### config.mk
export PLATFORM = sky130hd
export DESIGN_NAME = pif_flags
export DESIGN_NICKNAME = d
export VERILOG_FILES = /design/src/pif_pkg.sv /design/src/pif_flags.sv
export SDC_FILE = /design/constraint.sdc
export NUM_CORES = 1
export LEC_CHECK = 0
export BUFFER_PORTS_ARGS = -buffer_cell sky130_fd_sc_hd__buf_2
export CAP_MARGIN = 40
export CELL_PAD_IN_SITES_DETAIL_PLACEMENT = 0
export CELL_PAD_IN_SITES_GLOBAL_PLACEMENT = 1
export CORE_ASPECT_RATIO = 1.5
export CORE_UTILIZATION = 30
export CTS_CLUSTER_DIAMETER = 200
export DETAILED_ROUTE_END_ITERATION = 7
export GPL_ROUTABILITY_DRIVEN = 0
export HOLD_SLACK_MARGIN = 0.12
export PLACE_DENSITY = 0.54
export SYNTH_ARGS = -nofsm -noshare
export SYNTH_HDL_FRONTEND = slang
export SYNTH_SLANG_ARGS = --single-unit
### constraint.sdc
create_clock -name clk_sys_in -period 4.3 [get_ports clk_sys_in]
set_input_delay 0.645 -clock clk_sys_in [delete_from_list [all_inputs] [get_ports clk_sys_in]]
set_output_delay 0.645 -clock clk_sys_in [all_outputs]
set_load 0.1 [all_outputs]
### src/pif_pkg.sv
package pif_pkg;

  // register byte addresses on the bus
  localparam logic [4:0] PIF_CORE_CTRL_OFS = 5'h00;
  localparam logic [4:0] PIF_OPTION_OFS    = 5'h04;
  localparam logic [4:0] PIF_ENABLE1_OFS   = 5'h08;
  localparam logic [4:0] PIF_ENABLE2_OFS   = 5'h0C;
  localparam logic [4:0] PIF_FLAGS1_OFS    = 5'h10;
  localparam logic [4:0] PIF_FLAGS2_OFS    = 5'h14;
  localparam logic [4:0] PIF_EDGE_SEL_OFS  = 5'h18;

  // implemented bits of each register
  localparam logic [7:0] PIF_BANK1_MASK    = 8'h7F;
  localparam logic [7:0] PIF_BANK2_MASK    = 8'h9F;
  localparam logic [7:0] PIF_EDGE_SEL_MASK = 8'h3F;

  // reset values
  localparam logic [7:0] PIF_REG_RESET     = 8'h00;
  localparam logic [7:0] PIF_EDGE_SEL_RST  = 8'h15;

  // core control fields
  localparam int PIF_GIE_BIT  = 7;
  localparam int PIF_PERIPHERAL_IRQ_ENABLE_BIT = 6;

  // first flag register fields
  localparam int PIF_ADC_BIT    = 6;
  localparam int PIF_BCOL_BIT   = 5;
  localparam int PIF_SERIAL_BIT = 4;
  localparam int PIF_CC2_BIT    = 3;
  localparam int PIF_CC1_BIT    = 2;
  localparam int PIF_T2_BIT     = 1;
  localparam int PIF_T1_BIT     = 0;

  // second flag register fields
  localparam int PIF_SWITCH_DESATURATION_BIT  = 7;
  localparam int PIF_OTEMP_BIT  = 4;
  localparam int PIF_OUT_OV_BIT = 3;
  localparam int PIF_DRV_UV_BIT = 2;
  localparam int PIF_IN_OV_BIT  = 1;
  localparam int PIF_IN_UV_BIT  = 0;

  // edge select fields
  localparam int PIF_IN_UV_RISE_BIT  = 0;
  localparam int PIF_IN_UV_FALL_BIT  = 1;
  localparam int PIF_IN_OV_RISE_BIT  = 2;
  localparam int PIF_IN_OV_FALL_BIT  = 3;
  localparam int PIF_OUT_OV_RISE_BIT = 4;
  localparam int PIF_OUT_OV_FALL_BIT = 5;

  // shared ram window
  localparam logic [6:0] PIF_COMMON_BASE = 7'h70;
  localparam logic [1:0] PIF_COMMON_BANK = 2'h0;

  // one-cycle event strobes from peripherals on the core clock
  typedef struct packed {
    logic adc_start;
    logic adc_done;
    logic bus_collision;
    logic serial_port;
    logic capcmp_two;
    logic capcmp_one;
    logic timer2_match;
    logic timer1_rollover;
    logic desaturation;
    logic overtemp;
    logic gate_drive_uv;
  } pif_event_t;

  // raw comparator levels arriving from the analog side
  typedef struct packed {
    logic output_ov;
    logic input_ov;
    logic input_uv;
  } pif_level_t;

endpackage

### src/pif_flags.sv
`timescale 1ns/1ps
// Notes on behaviour
// flags set on their event regardless of enables or global enable
// software should clear a flag before enabling it
// first flag register bit 7 reads zero; bits 6..0 hold seven events
// adc flag sets at conversion end, clears when a conversion starts
// bus collision and serial flags read one while pending
// each capture/compare flag sets on capture or compare match
// timer2 match flag sets on period match and holds until cleared
// timer1 flag sets on rollover and holds until cleared
// second register bit 7 is desaturation; bits 6..5 read zero
// overtemperature flag sets once an overtemperature event occurs
// output overvoltage flag sets on entry or exit edge per selects
// gate drive undervoltage flag sets once lockout occurs
// input overvoltage flag sets on entry or exit edge per selects
// input undervoltage flag sets on entry or recovery edge per selects
// taking an interrupt pushes only the return pc on the stack
// last sixteen ram bytes map to the same place in every bank
// peripheral flags request only with peripheral enable set
// request is or of flag and enable, gated by peripheral and global
// flags reset zero, writable, held until cleared; set wins over clear
// voltage edges compare synchronised level against previous cycle
module pif_flags #(
  parameter int PC_WIDTH    = 13,
  parameter int STACK_DEPTH = 8,
  parameter int STACK_PTR_W = 3
) (
  input  wire logic               clk_sys_in,
  input  wire logic               rst_in,
  // avalon-mm register slave
  input  wire logic [4:0]         avs_address_in,
  input  wire logic               avs_read_in,
  input  wire logic               avs_write_in,
  input  wire logic [31:0]        avs_writedata_in,
  input  wire logic [3:0]         avs_byteenable_in,
  output logic      [31:0]        avs_readdata_out,
  output logic                    avs_waitrequest_out,
  // peripheral events and comparator levels
  input  wire pif_pkg::pif_event_t event_in,
  input  wire pif_pkg::pif_level_t level_in,
  // core side
  input  wire logic               irq_take_in,
  input  wire logic               irq_return_in,
  input  wire logic [PC_WIDTH-1:0] pc_in,
  output logic      [PC_WIDTH-1:0] return_pc_out,
  output logic                    irq_out,
  input  wire logic [1:0]         ram_bank_in,
  input  wire logic [6:0]         ram_offset_in,
  output logic      [8:0]         ram_phys_out
);
  import pif_pkg::*;

  logic [7:0]  core_ctrl_q;
  logic [7:0]  option_q;
  logic [7:0]  enable1_q;
  logic [7:0]  enable2_q;
  logic [7:0]  flags1_q;
  logic [7:0]  flags1_d;
  logic [7:0]  flags2_q;
  logic [7:0]  flags2_d;
  logic [7:0]  edge_sel_q;
  logic [7:0]  set1;
  logic [7:0]  set2;
  logic [7:0]  wr_byte;
  logic [7:0]  rd_byte;
  logic        ack_q;
  logic        bus_req;
  logic        wr_go;
  logic        rd_go;
  logic [31:0] readdata_q;
  logic        irq_q;
  logic [8:0]  ram_phys_q;
  pif_level_t  meta_q;
  pif_level_t  sync_q;
  pif_level_t  prev_q;
  logic        out_ov_edge;
  logic        in_ov_edge;
  logic        in_uv_edge;
  logic [PC_WIDTH-1:0]    stack_q [STACK_DEPTH];
  logic [STACK_PTR_W-1:0] sp_q;
  logic [STACK_PTR_W-1:0] sp_top;

  // bus handshake: one wait cycle, then the access completes
  assign bus_req             = avs_read_in | avs_write_in;
  assign avs_waitrequest_out = bus_req & ~ack_q;
  assign wr_go               = avs_write_in & ack_q & avs_byteenable_in[0];
  assign rd_go               = avs_read_in & ~ack_q;
  assign wr_byte             = avs_writedata_in[7:0];
  assign avs_readdata_out    = readdata_q;

  always_ff @(posedge clk_sys_in) begin
    if (rst_in) begin
      ack_q <= 1'b0;
    end else begin
      ack_q <= bus_req & ~ack_q;
    end
  end

  // read mux; unmapped addresses read as zero
  always_comb begin
    case (avs_address_in)
      PIF_CORE_CTRL_OFS: rd_byte = core_ctrl_q;
      PIF_OPTION_OFS:    rd_byte = option_q;
      PIF_ENABLE1_OFS:   rd_byte = enable1_q;
      PIF_ENABLE2_OFS:   rd_byte = enable2_q;
      PIF_FLAGS1_OFS:    rd_byte = flags1_q & PIF_BANK1_MASK;
      PIF_FLAGS2_OFS:    rd_byte = flags2_q & PIF_BANK2_MASK;
      PIF_EDGE_SEL_OFS:  rd_byte = edge_sel_q;
      default:           rd_byte = 8'h00;
    endcase
  end

  // read data captured in the wait cycle so it is stable at the ack edge
  always_ff @(posedge clk_sys_in) begin
    if (rst_in) begin
      readdata_q <= 32'h0000_0000;
    end else if (rd_go) begin
      readdata_q <= {24'h00_0000, rd_byte};
    end
  end

  // core control: global enable drops on entry, returns on exit
  always_ff @(posedge clk_sys_in) begin
    if (rst_in) begin
      core_ctrl_q <= PIF_REG_RESET;
    end else begin
      if (wr_go && avs_address_in == PIF_CORE_CTRL_OFS) begin
        core_ctrl_q <= wr_byte;
      end
      if (irq_take_in) begin
        core_ctrl_q[PIF_GIE_BIT] <= 1'b0;
      end else if (irq_return_in) begin
        core_ctrl_q[PIF_GIE_BIT] <= 1'b1;
      end
    end
  end

  // plain software registers
  always_ff @(posedge clk_sys_in) begin
    if (rst_in) begin
      option_q   <= PIF_REG_RESET;
      enable1_q  <= PIF_REG_RESET;
      enable2_q  <= PIF_REG_RESET;
      edge_sel_q <= PIF_EDGE_SEL_RST;
    end else if (wr_go) begin
      case (avs_address_in)
        PIF_OPTION_OFS:   option_q   <= wr_byte;
        PIF_ENABLE1_OFS:  enable1_q  <= wr_byte & PIF_BANK1_MASK;
        PIF_ENABLE2_OFS:  enable2_q  <= wr_byte & PIF_BANK2_MASK;
        PIF_EDGE_SEL_OFS: edge_sel_q <= wr_byte & PIF_EDGE_SEL_MASK;
        default:          ;
      endcase
    end
  end

  // comparator levels are asynchronous: two flops before any logic
  always_ff @(posedge clk_sys_in) begin
    if (rst_in) begin
      meta_q <= '0;
      sync_q <= '0;
      prev_q <= '0;
    end else begin
      meta_q <= level_in;
      sync_q <= meta_q;
      prev_q <= sync_q;
    end
  end

  // selected-polarity edge detection on the synchronised levels
  assign out_ov_edge =
    (edge_sel_q[PIF_OUT_OV_RISE_BIT] & sync_q.output_ov & ~prev_q.output_ov)
    | (edge_sel_q[PIF_OUT_OV_FALL_BIT] & ~sync_q.output_ov
       & prev_q.output_ov);
  assign in_ov_edge =
    (edge_sel_q[PIF_IN_OV_RISE_BIT] & sync_q.input_ov & ~prev_q.input_ov)
    | (edge_sel_q[PIF_IN_OV_FALL_BIT] & ~sync_q.input_ov
       & prev_q.input_ov);
  assign in_uv_edge =
    (edge_sel_q[PIF_IN_UV_RISE_BIT] & sync_q.input_uv & ~prev_q.input_uv)
    | (edge_sel_q[PIF_IN_UV_FALL_BIT] & ~sync_q.input_uv
       & prev_q.input_uv);

  // hardware set vectors, independent of any enable
  always_comb begin
    set1                 = 8'h00;
    set1[PIF_ADC_BIT]    = event_in.adc_done;
    set1[PIF_BCOL_BIT]   = event_in.bus_collision;
    set1[PIF_SERIAL_BIT] = event_in.serial_port;
    set1[PIF_CC2_BIT]    = event_in.capcmp_two;
    set1[PIF_CC1_BIT]    = event_in.capcmp_one;
    set1[PIF_T2_BIT]     = event_in.timer2_match;
    set1[PIF_T1_BIT]     = event_in.timer1_rollover;
    set2                 = 8'h00;
    set2[PIF_SWITCH_DESATURATION_BIT]  = event_in.desaturation;
    set2[PIF_OTEMP_BIT]  = event_in.overtemp;
    set2[PIF_OUT_OV_BIT] = out_ov_edge;
    set2[PIF_DRV_UV_BIT] = event_in.gate_drive_uv;
    set2[PIF_IN_OV_BIT]  = in_ov_edge;
    set2[PIF_IN_UV_BIT]  = in_uv_edge;
  end

  // next flag values: software write first, then hardware set on top
  always_comb begin
    flags1_d = flags1_q;
    flags2_d = flags2_q;
    if (wr_go && avs_address_in == PIF_FLAGS1_OFS) begin
      flags1_d = wr_byte;
    end
    if (wr_go && avs_address_in == PIF_FLAGS2_OFS) begin
      flags2_d = wr_byte;
    end
    // a new conversion means no result yet
    if (event_in.adc_start) begin
      flags1_d[PIF_ADC_BIT] = 1'b0;
    end
    // set wins so an event in the clearing cycle is never lost
    flags1_d = (flags1_d | set1) & PIF_BANK1_MASK;
    flags2_d = (flags2_d | set2) & PIF_BANK2_MASK;
  end

  always_ff @(posedge clk_sys_in) begin
    if (rst_in) begin
      flags1_q <= PIF_REG_RESET;
      flags2_q <= PIF_REG_RESET;
    end else begin
      flags1_q <= flags1_d;
      flags2_q <= flags2_d;
    end
  end

  // request to the core, registered so the output is glitch free
  always_ff @(posedge clk_sys_in) begin
    if (rst_in) begin
      irq_q <= 1'b0;
    end else begin
      irq_q <= core_ctrl_q[PIF_GIE_BIT] & core_ctrl_q[PIF_PERIPHERAL_IRQ_ENABLE_BIT]
               & (|((flags1_q & enable1_q) | (flags2_q & enable2_q)));
    end
  end
  assign irq_out = irq_q;

  // return stack holds pc only; it wraps like a ring when overrun
  assign sp_top = sp_q - STACK_PTR_W'(1);
  always_ff @(posedge clk_sys_in) begin
    if (rst_in) begin
      sp_q <= '0;
    end else if (irq_take_in) begin
      stack_q[sp_q] <= pc_in;
      sp_q          <= sp_q + STACK_PTR_W'(1);
    end else if (irq_return_in) begin
      sp_q <= sp_top;
    end
  end

  // stack storage is not reset; only the pointer is
  assign return_pc_out = stack_q[sp_top];

  // common window: top sixteen offsets ignore the bank select
  always_ff @(posedge clk_sys_in) begin
    if (rst_in) begin
      ram_phys_q <= 9'h000;
    end else if (ram_offset_in >= PIF_COMMON_BASE) begin
      ram_phys_q <= {PIF_COMMON_BANK, ram_offset_in};
    end else begin
      ram_phys_q <= {ram_bank_in, ram_offset_in};
    end
  end
  assign ram_phys_out = ram_phys_q;

endmodule // pif_flags

==> results.ini <==
[cells_and_area]
final_cell_mix=edfxtp_1, buf_2, dfxtp_1
final_common_cell=edfxtp_1
final_nets=704
syn_to_final_growth_pct=18.1
diodes=0
drive_above_1_share=0.301

[yosys]
synthArstFlopShare=0
netlist_area_um2=7510
synthDistinctLibCells=52
yosys.area_share.simple=0.102
seq_area_frac_synth=0.627
synth-compound-area-share=0.0473
synthFlopType=edfxtp_1
synth_top_family_by_area=multiplexers
yosys.area_share.adder=0.00333
avgSynthCellArea_um2=14.3
netlist_instances=526
synth_warnings=0
synth_edf_count=104
synth.area.mux_share=0.172
ys_ff_latch=183
synth_xor_xnor_area_share=0.00350

[sta]
fin_crit_sh=0.861
final_max_slew_viol_count=0
fin_skew_ns=0.00925
finalSetupViolCount=0
slew_headroom=0.399
setup_slack_ns=0.599
rsz0062_at_grt=no
worst_pin_slew_ns=0.897
fmax_mhz=270
hold_viol=0
fin_tns_setup_ns=0
period_minus_slack_ns=3.70

[critical_path]
critPathTopFamily=buffers and inverters
crit_path_top_delay_cell=dfxtp_2
path_max_fanout=26
cp_slowest_stage_delay_ns=0.71
path_buf_inv=3
crit_chain=inv_1 -> ha_1 -> buf_4 -> mux4_2 -> mux2_2 -> buf_2
critPathRequiredTime_ns=3.65
path_class=reg -> out
crit_arrival_ns=3.06
cp-start-kind=flip-flop
critPathCaptureType=output pin

[floorplan]
rows=70
die_w_um=131
fp.dieH_um=196
dieArea_um2=25700
ios=139
core_um2=24400
initial_utilization=0.307

[route]
totalWireLength_um=18900
vias=4550
drt-initial-drc-count=267
ant_nets=0
wl_per_cell_um=19.8
firstDrtPassIters=4
drt-vias-per-instance=4.76
drc=0

[clock_network]
cts_made_buffers=17
worstSkewPairLatency_ns=0.43
clk_pin_slew_ns=0.06
cts_tree=built
clock-sinks=183
hold_buffers=0
cts-root-buf=clkbuf_16
clockBufferDepth=2
htreeDepth=4
post_cts_buffers=0
cts_resized=0

[grt]
track_usage=0.153
top_usage_layer=met2
grt_pass1_vias=4759
grt_pass1_wl_um=28800
grt_max_degree=76
use_met1=0.163
grt-ovfl-total=0
antenna_found_initial=0
met3_usage=0.0287
use_met2=0.293

[pwr]
leakagePower_uw=0.00316
power_density_nw_per_um2=489
finalPower_uw=4330
vdd_drop_max_mv=0.275

[placed_design]
dp_slack_ns=0.935
hpwl_um=12900
io_buffers=87

[flow_run]
max_cap_violations=0

[worst_hold_path]
min_path_type=in -> reg

[outcome]
run_status=finished clean

## kinds of logic (layout without fill, tap and decap cells)
kind of cell             Yosys count  in the layout
flip-flops                       183            183
AND/OR/NAND/NOR                  144            144
multiplexers                      92             92
buffers and inverters             57            140
AO/OA/AOI/OAI                     44             44
XOR/XNOR                           3              3
adder cells (fa/ha/maj)            2              2
other                              1             24
## registers in the layout, indices dropped and copies added, names as in the netlist, 6 cells and up
name / count
flags2_q: 6
enable1_q: 7
enable2_q: 6
stack_q: 104
flags1_q: 7
avs_readdata_out: 8
edge_sel_q: 6
option_q: 8
ram_phys_out: 9
core_ctrl_q: 8
## worst paths after layout
path | startpoint | to | slack [ns] | depth (start not counted)
worst min register to register | meta_q[0] | sync_q[0] | 0.44 | 1
worst min-delay path | ram_bank_in[1] | ram_phys_out[8] | 0.42 | 2
worst max-delay path | sp_q[0] | return_pc_out[9] | 0.60 | 6
worst max register to register | sp_q[0] | stack_q[5][4] | 2.04 | 4
## cell type report
cell class / instances / area (um^2)
clock buffers: 21 / 470
clock inverters: 11 / 123
fillers: 2412 / 15600
inverters: 7 / 26.3
multi-input cells: 309 / 2580
flip-flops and latches: 183 / 4710
well taps: 324 / 405
repair buffers: 101 / 556
## per-layer routing
layer | wire length (um) | vias up
met3 | 448 | 22
met1 | 7450 | 2307
li1 | - | 2128
met2 | 10600 | 93
met4 | 370 | 0
met5 | 0 | -
## through the flow
stage	utilization	cells	instance area, um^2	hold WS (ns)
after floorplan	-	549	7590	0.414
after global placement	0.337	920	8230	0.424
after detailed placement	0.339	924	8270	0.431
after CTS	0.363	956	8860	0.398
after global routing	0.363	956	8860	0.409
final	0.363	956	8860	0.420
## power by group
group / leakage (uW) / internal [uW] / switching, uW
logic: 0.00128 / 196 / 627
clock network: 0.000303 / 907 / 681
registers: 0.00158 / 1890 / 32.1
total: 0.00316 / 2990 / 1340
## Yosys cell counts (4+ instances only)
library cell / instances / area (um^2)
nand3_1: 8 / 40.0
buf_4: 24 / 180
mux2_2: 18 / 203
nand2b_1: 4 / 25.0
mux2i_1: 46 / 460
buf_1: 5 / 18.8
inv_1: 7 / 26.3
a221oi_1: 11 / 96.3
a31oi_1: 4 / 25.0
nand2_1: 20 / 75.1
clkbuf_1: 14 / 52.6
edfxtp_1: 104 / 3120
nor2_1: 46 / 173
nor3_1: 24 / 120
nor2b_1: 18 / 113
dfxtp_1: 79 / 1580
mux4_2: 28 / 631
a22oi_1: 7 / 52.6
nand3b_1: 6 / 45.0
Power figures use the tool's default switching activity.
